===== config.mk =====
export PLATFORM = sky130hd
export DESIGN_NAME = dmct_timer_pair
export DESIGN_NICKNAME = d
export VERILOG_FILES = /design/src/logic/dmct_pkg.sv /design/src/logic/dmct_timer_pair.sv
export SDC_FILE = /design/constraint.sdc
export NUM_CORES = 1
export LEC_CHECK = 0
export BUFFER_PORTS_ARGS = -buffer_cell sky130_fd_sc_hd__clkbuf_2
export CAP_MARGIN = 20
export CORE_MARGIN = 3
export CORE_UTILIZATION = 55
export DETAILED_ROUTE_END_ITERATION = 10
export PLACE_DENSITY = 0.77
export SETUP_SLACK_MARGIN = 0.15
export SLEW_MARGIN = 10
export SYNTH_ARGS = -nofsm -noshare
export SYNTH_HDL_FRONTEND = slang
export SYNTH_SLANG_ARGS = --single-unit

===== constraint.sdc =====
create_clock -name clk_i -period 2.4 [get_ports clk_i]
set_clock_uncertainty 0.05 [all_clocks]
set_input_delay 0 -clock clk_i [delete_from_list [all_inputs] [get_ports clk_i]]
set_output_delay 0 -clock clk_i [all_outputs]
set_load 0.02 [all_outputs]

===== src/logic/dmct_pkg.sv =====
// Constants for the dual counter/timer pair: register offsets, field
// positions, reset values and prescaler divide counts.
// Assumes a plain byte-wide register port driven by a single master.
package dmct_pkg;

  // ----------------------------------------------------------------------
  // Register offsets
  // ----------------------------------------------------------------------
  localparam logic [3:0] ADDR_A_LOW = 4'h0; // Timer A count, low byte
  localparam logic [3:0] ADDR_A_HIGH = 4'h1; // Timer A count, high byte
  localparam logic [3:0] ADDR_B_LOW = 4'h2; // Timer B count, low byte
  localparam logic [3:0] ADDR_B_HIGH = 4'h3; // Timer B count, high byte
  localparam logic [3:0] ADDR_RUN_FLAG = 4'h4; // Run bits and overflow flags
  localparam logic [3:0] ADDR_MODE = 4'h5; // Mode, counter select, gate
  localparam logic [3:0] ADDR_CLK_SEL = 4'h6; // Clock select and prescale
  localparam logic [3:0] ADDR_EXT_CFG = 4'h7; // Gate polarity
  localparam logic [3:0] ADDR_IRQ_EN = 4'h8; // Interrupt enables

  // ----------------------------------------------------------------------
  // Field positions
  // ----------------------------------------------------------------------
  // Run/flag register
  localparam int RF_B_OVF = 7;
  localparam int RF_B_RUN = 6;
  localparam int RF_A_OVF = 5;
  localparam int RF_A_RUN = 4;
  // Mode register: timer B in the upper nibble, timer A in the lower
  localparam int MD_B_GATE = 7;
  localparam int MD_B_CSEL = 6;
  localparam int MD_B_MODE = 4;
  localparam int MD_A_GATE = 3;
  localparam int MD_A_CSEL = 2;
  localparam int MD_A_MODE = 0;
  // Clock select register
  localparam int CK_B_SYS = 3;
  localparam int CK_A_SYS = 2;
  localparam int CK_PRESCALE = 0;
  // External input configuration register
  localparam int EC_B_POL = 1;
  localparam int EC_A_POL = 0;
  // Interrupt enable register
  localparam int IE_B = 1;
  localparam int IE_A = 0;

  // ----------------------------------------------------------------------
  // Reset values and encodings
  // ----------------------------------------------------------------------
  localparam logic [7:0] RESET_BYTE = 8'h00;
  localparam logic [1:0] MODE_13BIT = 2'h0;
  localparam logic [1:0] MODE_16BIT = 2'h1;
  localparam logic [1:0] MODE_RELOAD = 2'h2;
  localparam logic [1:0] MODE_SPLIT = 2'h3;
  localparam logic [1:0] PS_DIV12 = 2'h0;
  localparam logic [1:0] PS_DIV4 = 2'h1;
  localparam logic [1:0] PS_DIV48 = 2'h2;
  localparam logic [1:0] PS_EXT8 = 2'h3;

  // ----------------------------------------------------------------------
  // Prescaler divide counts
  // ----------------------------------------------------------------------
  localparam logic [5:0] DIV_12 = 6'h0c;
  localparam logic [5:0] DIV_4 = 6'h04;
  localparam logic [5:0] DIV_48 = 6'h30;
  localparam logic [5:0] DIV_EXT = 6'h08;

endpackage : dmct_pkg


===== src/logic/dmct_timer_pair.sv =====
// Two counter/timers with four modes, shared prescaler, gating and
// overflow flags; registers reached over a plain byte-wide port.
// Assumes count, gate and external clock inputs are synchronous to clk_i
// but still resamples them; one system clock drives everything.
//
// Our own choices: the register addresses and the address-and-strobe port.
`timescale 1ns/1ns
module dmct_timer_pair (
  // Clock and reset
  input wire logic clk_i,
  input wire logic rst_n_i,
  // Register port
  input wire logic [3:0] reg_addr_i,
  input wire logic [7:0] reg_wdata_i,
  input wire logic reg_wr_i,
  input wire logic reg_rd_i,
  output logic [7:0] reg_rdata_o,
  // External pins
  input wire logic timer_a_count_pin_i,
  input wire logic timer_b_count_pin_i,
  input wire logic timer_a_gate_input_i,
  input wire logic timer_b_gate_input_i,
  input wire logic ext_clk_i,
  // Interrupt acknowledges from the interrupt logic
  input wire logic irq_a_ack_i,
  input wire logic irq_b_ack_i,
  // Interrupt requests and timer B overflow for baud and conversion use
  output logic irq_a_o,
  output logic irq_b_o,
  output logic timer_b_ovf_pulse_o
);
  import dmct_pkg::*;

  // ----------------------------------------------------------------------
  // Registers
  // ----------------------------------------------------------------------
  logic [7:0] a_low_ff, a_high_ff, b_low_ff, b_high_ff;
  logic [7:0] run_flag_ff, mode_ff, clk_sel_ff, ext_cfg_ff, irq_en_ff;
  logic [7:0] nxt_a_low, nxt_a_high, nxt_b_low, nxt_b_high;
  logic [7:0] rdata_ff;
  logic b_ovf_ff;

  // Decoded controls
  logic [1:0] mode_a, mode_b;
  logic split;
  assign mode_a = mode_ff[MD_A_MODE +: 2];
  assign mode_b = mode_ff[MD_B_MODE +: 2];
  assign split = (mode_a == MODE_SPLIT);

  // ----------------------------------------------------------------------
  // Input synchronisers and edge detection
  // ----------------------------------------------------------------------
  // Stage 1 feeds only stage 2; stage 3 holds the previous level
  logic [4:0] sync1_ff, sync2_ff, sync3_ff;
  logic [4:0] raw_in;
  assign raw_in = {ext_clk_i, timer_b_gate_input_i, timer_a_gate_input_i,
                   timer_b_count_pin_i, timer_a_count_pin_i};

  // Two-stage synchroniser plus one delay for edges
  always_ff @(posedge clk_i) begin
    if (!rst_n_i) begin
      sync1_ff <= 5'h00;
      sync2_ff <= 5'h00;
      sync3_ff <= 5'h00;
    end else begin
      sync1_ff <= raw_in;
      sync2_ff <= sync1_ff;
      sync3_ff <= sync2_ff;
    end
  end

  logic fall_a, fall_b, ext_fall;
  assign fall_a = sync3_ff[0] & ~sync2_ff[0];
  assign fall_b = sync3_ff[1] & ~sync2_ff[1];
  assign ext_fall = sync3_ff[4] & ~sync2_ff[4];

  // Gate active level follows polarity bit
  logic gate_a_act, gate_b_act;
  assign gate_a_act = (sync2_ff[2] == ext_cfg_ff[EC_A_POL]);
  assign gate_b_act = (sync2_ff[3] == ext_cfg_ff[EC_B_POL]);

  // ----------------------------------------------------------------------
  // Shared prescaler
  // ----------------------------------------------------------------------
  logic [5:0] ps_cnt_ff, ps_div;
  logic ps_tick;
  always_comb begin
    unique case (clk_sel_ff[CK_PRESCALE +: 2])
      PS_DIV12: ps_div = DIV_12;
      PS_DIV4: ps_div = DIV_4;
      PS_DIV48: ps_div = DIV_48;
      PS_EXT8: ps_div = DIV_EXT;
    endcase
  end
  // External mode counts synchronised falling edges, others every clock
  logic ps_step;
  assign ps_step = (clk_sel_ff[CK_PRESCALE +: 2] == PS_EXT8) ? ext_fall
                                                             : 1'b1;
  assign ps_tick = ps_step && (ps_cnt_ff >= ps_div - 6'h01);

  // Prescale divider, one-cycle tick per period
  always_ff @(posedge clk_i) begin
    if (!rst_n_i) begin
      ps_cnt_ff <= 6'h00;
    end else if (ps_tick) begin
      ps_cnt_ff <= 6'h00;
    end else if (ps_step) begin
      ps_cnt_ff <= ps_cnt_ff + 6'h01;
    end
  end

  // ----------------------------------------------------------------------
  // Count enables
  // ----------------------------------------------------------------------
  logic tick_a, tick_b, tick_ah, run_a, run_b, en_a, en_b, en_ah;
  // Counter select picks the pin, else system or prescaled clock
  assign tick_a = mode_ff[MD_A_CSEL] ? fall_a
                : (clk_sel_ff[CK_A_SYS] | ps_tick);
  // Timer B never takes pin edges while A is split
  assign tick_b = (mode_ff[MD_B_CSEL] && !split) ? fall_b
                : (clk_sel_ff[CK_B_SYS] | ps_tick);
  assign tick_ah = clk_sel_ff[CK_A_SYS] | ps_tick;
  assign run_a = run_flag_ff[RF_A_RUN] &&
                 (!mode_ff[MD_A_GATE] || gate_a_act);
  // In split mode B runs by its mode field only
  assign run_b = split ? (mode_b != MODE_SPLIT)
               : (run_flag_ff[RF_B_RUN] && (mode_b != MODE_SPLIT) &&
                  (!mode_ff[MD_B_GATE] || gate_b_act));
  assign en_a = run_a && tick_a;
  assign en_b = run_b && tick_b;
  assign en_ah = split && run_flag_ff[RF_B_RUN] && tick_ah;

  // ----------------------------------------------------------------------
  // Counting per timer
  // ----------------------------------------------------------------------
  logic ovf_a, ovf_b, ovf_ah;

  // Next count for one timer by mode; returns {ovf, high, low}
  function automatic logic [16:0] step(input logic [1:0] md,
                                       input logic [7:0] lo,
                                       input logic [7:0] hi);
    logic [12:0] c13;
    logic [16:0] c16;
    logic [8:0] c8;
    c13 = {hi, lo[4:0]} + 13'h0001;
    c16 = {1'b0, hi, lo} + 17'h00001;
    c8 = {1'b0, lo} + 9'h001;
    step = {1'b0, hi, lo};
    unique case (md)
      MODE_13BIT: step = {({hi, lo[4:0]} == 13'h1fff), c13[12:5],
                          lo[7:5], c13[4:0]};
      MODE_16BIT: step = c16;
      // Reload byte is never written here
      MODE_RELOAD: step = c8[8] ? {1'b1, hi, hi}
                                : {1'b0, hi, c8[7:0]};
      MODE_SPLIT: step = {c8[8], hi, c8[7:0]};
    endcase
  endfunction : step

  logic [16:0] res_a, res_b;
  logic [8:0] res_ah;
  assign res_a = step(mode_a, a_low_ff, a_high_ff);
  assign res_b = step(mode_b, b_low_ff, b_high_ff);
  assign res_ah = {1'b0, a_high_ff} + 9'h001;
  assign ovf_a = en_a && res_a[16];
  assign ovf_b = en_b && res_b[16];
  assign ovf_ah = en_ah && res_ah[8];

  // Next values: a register write wins over counting
  always_comb begin
    nxt_a_low = a_low_ff;
    nxt_a_high = a_high_ff;
    nxt_b_low = b_low_ff;
    nxt_b_high = b_high_ff;
    if (en_a) begin
      nxt_a_low = res_a[7:0];
      if (!split) begin
        nxt_a_high = res_a[15:8];
      end
    end
    if (en_ah) begin
      nxt_a_high = res_ah[7:0];
    end
    if (en_b) begin
      nxt_b_low = res_b[7:0];
      nxt_b_high = res_b[15:8];
    end
    if (reg_wr_i) begin
      unique case (reg_addr_i)
        ADDR_A_LOW: nxt_a_low = reg_wdata_i;
        ADDR_A_HIGH: nxt_a_high = reg_wdata_i;
        ADDR_B_LOW: nxt_b_low = reg_wdata_i;
        ADDR_B_HIGH: nxt_b_high = reg_wdata_i;
        default: ;
      endcase
    end
  end

  // Count registers; run bit changes never touch them
  always_ff @(posedge clk_i) begin
    if (!rst_n_i) begin
      a_low_ff <= RESET_BYTE;
      a_high_ff <= RESET_BYTE;
      b_low_ff <= RESET_BYTE;
      b_high_ff <= RESET_BYTE;
    end else begin
      a_low_ff <= nxt_a_low;
      a_high_ff <= nxt_a_high;
      b_low_ff <= nxt_b_low;
      b_high_ff <= nxt_b_high;
    end
  end

  // ----------------------------------------------------------------------
  // Control registers
  // ----------------------------------------------------------------------
  logic set_fa, set_fb;
  assign set_fa = ovf_a;
  assign set_fb = split ? ovf_ah : ovf_b;

  // Configuration registers
  always_ff @(posedge clk_i) begin
    if (!rst_n_i) begin
      mode_ff <= RESET_BYTE;
      clk_sel_ff <= RESET_BYTE;
      ext_cfg_ff <= RESET_BYTE;
      irq_en_ff <= RESET_BYTE;
    end else if (reg_wr_i) begin
      if (reg_addr_i == ADDR_MODE) mode_ff <= reg_wdata_i;
      if (reg_addr_i == ADDR_CLK_SEL) clk_sel_ff <= {4'h0, reg_wdata_i[3:0]};
      if (reg_addr_i == ADDR_EXT_CFG) ext_cfg_ff <= {6'h00, reg_wdata_i[1:0]};
      if (reg_addr_i == ADDR_IRQ_EN) irq_en_ff <= {6'h00, reg_wdata_i[1:0]};
    end
  end

  // Run bits and sticky overflow flags; a set beats a clear
  always_ff @(posedge clk_i) begin
    if (!rst_n_i) begin
      run_flag_ff <= RESET_BYTE;
    end else begin
      if (reg_wr_i && reg_addr_i == ADDR_RUN_FLAG) begin
        run_flag_ff <= {reg_wdata_i[7:4], 4'h0};
      end else begin
        if (irq_a_ack_i) run_flag_ff[RF_A_OVF] <= 1'b0;
        if (irq_b_ack_i) run_flag_ff[RF_B_OVF] <= 1'b0;
      end
      if (set_fa) run_flag_ff[RF_A_OVF] <= 1'b1;
      if (set_fb) run_flag_ff[RF_B_OVF] <= 1'b1;
    end
  end

  // Timer B overflow pulse, kept even while A is split
  always_ff @(posedge clk_i) begin
    if (!rst_n_i) begin
      b_ovf_ff <= 1'b0;
    end else begin
      b_ovf_ff <= ovf_b;
    end
  end
  assign timer_b_ovf_pulse_o = b_ovf_ff;

  // Interrupt requests gated by each timer's own enable
  assign irq_a_o = run_flag_ff[RF_A_OVF] & irq_en_ff[IE_A];
  assign irq_b_o = run_flag_ff[RF_B_OVF] & irq_en_ff[IE_B];

  // ----------------------------------------------------------------------
  // Read port
  // ----------------------------------------------------------------------
  // Data stands one cycle after the read strobe, zero otherwise
  always_ff @(posedge clk_i) begin
    if (!rst_n_i) begin
      rdata_ff <= RESET_BYTE;
    end else if (reg_rd_i) begin
      unique case (reg_addr_i)
        ADDR_A_LOW: rdata_ff <= a_low_ff;
        ADDR_A_HIGH: rdata_ff <= a_high_ff;
        ADDR_B_LOW: rdata_ff <= b_low_ff;
        ADDR_B_HIGH: rdata_ff <= b_high_ff;
        ADDR_RUN_FLAG: rdata_ff <= run_flag_ff;
        ADDR_MODE: rdata_ff <= mode_ff;
        ADDR_CLK_SEL: rdata_ff <= clk_sel_ff;
        ADDR_EXT_CFG: rdata_ff <= ext_cfg_ff;
        ADDR_IRQ_EN: rdata_ff <= irq_en_ff;
        default: rdata_ff <= RESET_BYTE;
      endcase
    end else begin
      rdata_ff <= RESET_BYTE;
    end
  end
  assign reg_rdata_o = rdata_ff;
endmodule : dmct_timer_pair


# Yosys cells after proc, flatten, opt, wreduce, memory -nomap -nowiden
# Cells that the tools add are included.
op_classes:
  n_mux: 31
  bitwise_logic: 11
  n_eq_ne: 22
  n_lt_le_gt_ge: 1
  reduce_logical: 30
  add_sub_neg: 9
op_table:
  columns: ["operator", "n"]
  rows:
  - ["$pmux W17 S4", 2]
  - ["$mux W8", 14]
  - ["$pmux W8 S9", 1]
  - ["$add A16 B1 Y17 const B", 2]
  - ["$mux W17", 2]
  - ["$add A8 B1 Y9 const B", 3]
  - ["$add A13 B1 Y13 const B", 2]
  - ["$eq A13 B13 Y1 const B", 2]
  - ["$pmux W6 S4", 1]
  - ["$eq A4 B3 Y1 const B", 4]
  - ["$logic_and A1 B1 Y1", 13]
  - ["$eq A2 B2 Y1 const B", 6]
  - ["$mux W1", 11]
  - ["$reduce_and A2 Y1", 5]
  - ["$eq A4 B2 Y1 const B", 2]
  - ["$add A6 B1 Y6 const B", 1]
  - ["$eq A2 B1 Y1 const B", 3]
  - ["$ge A6 B6 Y1", 1]
  - ["$logic_not A2 Y1", 3]
  - ["$reduce_bool A3 Y1", 2]
  - ["$sub A6 B1 Y6 const B", 1]
  - ["$and A1 B1 Y1", 5]
  - ["$eq A4 B1 Y1 const B", 1]
  - ["$eq A4 B4 Y1 const B", 1]
  - ["8 further kinds", 16]
totals:
  word_cells: 121
  in_bits: 23
  ff_bits: 82

# Longest topological paths before layout
logic_depth:
  word_depth: 12
  mapped_depth: 9
  mapped_depth_nobuf: 8

# Least setup slack after synthesis
# Ideal clock, no wire load.
synth_timing:
  kind: "reg2reg"
  startpoint: "register clk_sel_ff[0]"
  endpoint: "register run_flag_ff[7]"
  stages_incl_launch_ff: 10
  required_time_ps: 2266
  synth_period_minus_slack_ps: 2411
  slack_ps: -11
  setup_ps: 84
  n_path_buf: 1
  arrival_time_ps: 2276
  path_cell_list: "dfxtp_1 -> nand2b_1 -> ha_1 -> o211ai_1 -> o21ai_2 -> a221oi_2 -> a211o_1 -> buf_2 -> or4_1 -> o31ai_2"
synth_between:
  elab_chain_cells: 11
synth_rtl:
  columns: ["item", "line", "source"]
  rows:
  - ["start, declared", "dmct_timer_pair.sv:38", "logic [7:0] run_flag_ff, mode_ff, clk_sel_ff, ext_cfg_ff, irq_en_ff;"]
  - ["start signal, assigned", "dmct_timer_pair.sv:230", "if (reg_addr_i == ADDR_CLK_SEL) clk_sel_ff <= {4'h0, reg_wdata_i[3:0]};"]
  - ["$eq A2 B2 Y1 (tied with other cells)", "dmct_timer_pair.sv:88, dmct_timer_pair.sv:97", null]
  - ["$pmux W6 S4", "dmct_timer_pair.sv:88", "unique case (clk_sel_ff[CK_PRESCALE +: 2])"]
  - ["$sub A6 B1 Y6", "dmct_timer_pair.sv:99", "assign ps_tick = ps_step && (ps_cnt_ff >= ps_div - 6'h01);"]
  - ["$ge A6 B6 Y1", "dmct_timer_pair.sv:99", null]
  - ["$logic_and A1 B1 Y1 (*)", "dmct_timer_pair.sv:99", null]
  - ["$or A1 B1 Y1", "dmct_timer_pair.sv:121", ": (clk_sel_ff[CK_B_SYS] | ps_tick);"]
  - ["$mux W1", "dmct_timer_pair.sv:120", "assign tick_b = (mode_ff[MD_B_CSEL] && !split) ? fall_b"]
  - ["$logic_and A1 B1 Y1", "dmct_timer_pair.sv:130", "assign en_b = run_b && tick_b;"]
  - ["$logic_and A1 B1 Y1", "dmct_timer_pair.sv:166", "assign ovf_b = en_b && res_b[16];"]
  - ["$mux W1 (*)", "dmct_timer_pair.sv:219", "assign set_fb = split ? ovf_ah : ovf_b;"]
  - ["$reduce_bool A3 Y1 (no source line) or $mux W1 (tied branches)", null, null]
  - ["end signal, assigned", "dmct_timer_pair.sv:242", "run_flag_ff <= {reg_wdata_i[7:4], 4'h0};"]
  - ["end, declared", "dmct_timer_pair.sv:38", null]
# Every way passes the cells marked *; elsewhere a longest branch is shown, timed or not. The select of a mux whose other input is x is not followed.
# A chain may end at the register's enable or synchronous reset.

# Final worst setup path
layout_timing:
  startpoint: "register clk_sel_ff[0]"
  endpoint: "register b_high_ff[3]"
layout_between:
  elab_chain_cells: 11
layout_rtl:
  columns: ["item", "line", "source"]
  rows:
  - ["$eq A2 B2 Y1 (tied with other cells)", "dmct_timer_pair.sv:88, dmct_timer_pair.sv:97", null]
  - ["$pmux W6 S4", "dmct_timer_pair.sv:88", null]
  - ["$sub A6 B1 Y6", "dmct_timer_pair.sv:99", null]
  - ["$ge A6 B6 Y1", "dmct_timer_pair.sv:99", null]
  - ["$logic_and A1 B1 Y1 (*)", "dmct_timer_pair.sv:99", null]
  - ["$or A1 B1 Y1 (*)", "dmct_timer_pair.sv:121", null]
  - ["$mux W1 (*)", "dmct_timer_pair.sv:120", null]
  - ["$logic_and A1 B1 Y1 (*)", "dmct_timer_pair.sv:130", null]
  - ["$mux W8 (*)", "dmct_timer_pair.sv:184", "if (en_b) begin"]
  - ["$mux W8", "dmct_timer_pair.sv:189", "unique case (reg_addr_i)"]
  - ["$mux W8 (*)", "dmct_timer_pair.sv:188", "if (reg_wr_i) begin"]
  - ["end signal, assigned", "dmct_timer_pair.sv:210", "b_high_ff <= nxt_b_high;"]
  - ["end, declared", "dmct_timer_pair.sv:37", "logic [7:0] a_low_ff, a_high_ff, b_low_ff, b_high_ff;"]
# Marks and branches as above.

==> results.sh <==
export IMPL_drt_iter0_drc=573
export IMPL_outcome="finished with violations"
export IMPL_ios=34
export IMPL_clock_sinks=80
export IMPL_synth_cell_types=70
export IMPL_htreeDepth=3
export IMPL_place_gp_congestion=0.976
export IMPL_ys_warn_count=0
export IMPL_die_area_um2=9310
export IMPL_fmax_mhz=412
export IMPL_antenna_cells=0
export IMPL_cp_arrival_ns=2.66
export IMPL_die_height_um=96.5
export IMPL_grt_pass1_wl_mm=22.6
export IMPL_synth_fp_nets=591
export IMPL_syn2layout_area_growth_pct=21.0
export IMPL_dp_hpwl_mm=9.97
export IMPL_max_cap_violations=0
export IMPL_ff2ff_path_depth=9
export IMPL_min_period_over_period_pct=101
export IMPL_clockBufferDepth=2
export IMPL_finalWorstSetupSlack_ns=-0.0259
export IMPL_cellLeakagePower_nw=1.89
export IMPL_crit_path_top_delay_cell="or4_1"
export IMPL_firstDrtPassIters=7
export IMPL_synth_seq_area_share_pct=35.6
export IMPL_cts_tree="built"
export IMPL_avgViaCountPerCell=6.49
export IMPL_drv_slew=0
export IMPL_design_area_um2=5450
export IMPL_rsz0062_at_grt="yes"
export IMPL_worstHoldStart="irq_a_ack_i"
export IMPL_crit_required_ns=2.64
export IMPL_synth_ff_type="dfxtp_1"
export IMPL_rr_startpoint="clk_sel_ff[0]"
export IMPL_drive_gt1_share_pct=20.9
export IMPL_critPathMaxFanout=6
export IMPL_holdWs_ns=0.0229
export IMPL_grt_pass1_vias=4467
export IMPL_grt_total_usage_pct=31.8
export IMPL_fin_setup_tns_ns=-0.0485
export IMPL_setup_viol=4
export IMPL_vias=4759
export IMPL_crit_type="flop to flop"
export IMPL_num_nets_final=657
export IMPL_endpoint_kind="flop"
export IMPL_die_w_um=96.5
export IMPL_placed_cell_area_um2=4920
export IMPL_final_hold_violation_count=0
export IMPL_violations="negative setup slack"
export IMPL_worst_pin_slew_ns=0.765
export IMPL_crit_path_cell_trace="nand2b_4, ha_4, o211ai_1, o21ai_2, buf_6, a221oi_4, or3_4, or4_1, a31oi_1"
export IMPL_core_area_um2=7850
export IMPL_drc=0
export IMPL_hp_class="input pin to flop"
export IMPL_min_period_ns=2.43
export IMPL_post_synth_cell_area_avg_um2=8.04
export IMPL_routedWlPerCell_um=19.6
export IMPL_routed_wl_mm=14.3
export IMPL_preCtsSetupSlack_ns=-0.101
export IMPL_async_flop_share_pct=0
export IMPL_cts_root_buf="clkbuf_8"
export IMPL_relSlewSlack_pct=48.9
export IMPL_clock_latency_ns=0.36
export IMPL_synth_cells=560
export IMPL_antenna_found_initial=1
export IMPL_grt_overflow=0
export IMPL_peakVddDrop_mv=0.307
export IMPL_rrSetupSlack_ns=-0.03
export IMPL_port_buffers=33
export IMPL_row_count=32
export IMPL_hold_depth=4
export IMPL_start_kind="flop"
export IMPL_synth_seq_cells=80
export IMPL_synth_edf_count=0
export IMPL_grt_max_degree=30
export IMPL_hold_end="run_flag_ff[5]"
export IMPL_path_clk_slew_ns=0.09
export IMPL_r2r_end="b_high_ff[3]"
export IMPL_antenna_left=0
export IMPL_power_density_nw_per_um2=477
export IMPL_initial_utilization_pct=57.4
export IMPL_max_stage_delay_ns=0.48
export IMPL_syn_area_um2=4500
export IMPL_cts_made_buffers=9
[worst max path at each step]
stage / from / to / slack, ns / cells past startpoint
detailed placement: clk_sel_ff[1] / b_low_ff[3] / -0.10 / 9
global placement: clk_sel_ff[0] / b_high_ff[7] / 0.01 / 8
CTS: clk_sel_ff[0] / b_high_ff[5] / -0.01 / 9
floorplan: clk_sel_ff[0] / b_high_ff[7] / 0.08 / 9
finish: clk_sel_ff[0] / b_high_ff[3] / -0.03 / 9
global route: clk_sel_ff[0] / b_high_ff[7] / -0.12 / 9
[layout by cell type, fill, tap and decap left out, drive strengths merged, types with 13 or more instances in the layout]
master and instances:
dlygate4sd3 13, o21ai 49, nand3 26, nor2 56, buf 38, and2 19
clkbuf 43, a31oi 19, dfxtp 80, a21oi 30, nand2 53, mux2i 22
inv 23
[Yosys cell counts (3+ instances only)]
cell type / n / share of area (%)
a211o_1: 3 / 0.58
a211oi_1: 3 / 0.50
a21oi_1: 30 / 3.3
a221oi_1: 4 / 0.78
a22o_1: 4 / 0.78
a22oi_1: 4 / 0.67
a31oi_1: 19 / 2.6
and2_1: 17 / 2.4
and3_1: 6 / 0.83
buf_2: 5 / 0.56
clkbuf_1: 21 / 1.8
dfxtp_1: 80 / 36
ha_1: 8 / 2.2
inv_1: 20 / 1.7
mux2_2: 6 / 1.5
mux2i_1: 21 / 4.7
nand2_1: 52 / 4.3
nand2b_1: 4 / 0.56
nand3_1: 26 / 2.9
nand4_1: 9 / 1.3
nand4b_1: 3 / 0.58
nor2_1: 55 / 4.6
nor3_1: 10 / 1.1
nor4_1: 4 / 0.56
o211ai_1: 4 / 0.67
o21ai_0: 48 / 5.3
o22ai_1: 7 / 0.97
o31ai_1: 8 / 1.3
o32ai_1: 4 / 0.78
or3_1: 6 / 0.83
or4_1: 7 / 1.2
xnor2_1: 8 / 1.6
xor2_1: 8 / 1.6
[cell families after synthesis]
logic type | Yosys count | share of synthesized area (%)
compound gates | 162 | 23.5
xor+xnor | 16 | 3.11
fa+ha+maj | 8 | 2.22
buf+inv | 49 | 4.31
flops | 80 | 35.6
mux | 29 | 6.98
other cells | 1 | 0.0833
simple gates | 215 | 24.2
[critical path: cells and delay by family (launching register included)]
kind | cells | cell delay [ns]
AND/OR/NAND/NOR | 3 | 1.06
AO/OA/AOI/OAI | 4 | 0.49
buffers and inverters | 1 | 0.14
adder cells (fa/ha/maj) | 1 | 0.26
flip-flops | 1 | 0.34
[area by class of cell]
type / instances / area [um2]
Clock inverter: 6 / 51.3
Sequential cell: 80 / 1610
Timing Repair Buffer: 84 / 603
Inverter: 20 / 75.1
Multi-Input combinational cell: 431 / 2850
Tap cell: 102 / 128
Fill cell: 650 / 2400
Clock buffer: 10 / 138
[flip-flops by register name, summed over array words and instances, names as in the netlist, 2 cells and up]
name,cells
ext_cfg_ff,2
sync2_ff,5
b_high_ff,8
run_flag_ff,4
clk_sel_ff,4
irq_en_ff,2
b_low_ff,8
ps_cnt_ff,6
sync1_ff,5
sync3_ff,3
a_high_ff,8
mode_ff,8
reg_rdata_o,8
a_low_ff,8
[report_power, final]
group	leakage [nW]	switching, W	internal, W	total [W]
Sequential	0.651	0.0000331	0.00135	0.00139
Combinational	1.15	0.000148	0.0000911	0.000239
Clock	0.0875	0.000554	0.000418	0.000972
[metrics by stage]
stage	utilization (%)	power [W]	cells
global route	69.4	0.00268	733
detailed placement	62.7	0.00162	695
global placement	62.7	0.00162	695
floorplan	-	0.00153	560
finish	69.4	0.00260	733
CTS	68.0	0.00259	728
[timing repair]
item / 4_1_cts / 5_1_grt
hold endpoints to repair: 20 / 0
resized for setup: 14 / 19
setup buffers: 3 / 5
cloned: 1 / 0
pin swaps: 12 / 16
endpoints found under the setup margin: 35 / 32
hold buffers: 13 / 0
[layer usage]
layer	GRT usage (%)	wire length (um)	part of all wire (%)	vias up
li1	-	-	-	2193
met1	42.2	5950	42	2216
met4	18.7	780	5.4	2
met5	0	17	0.12	-
met2	47.9	6340	44	269
met3	6.27	1240	8.7	79
(Power assumes the default switching activity.)
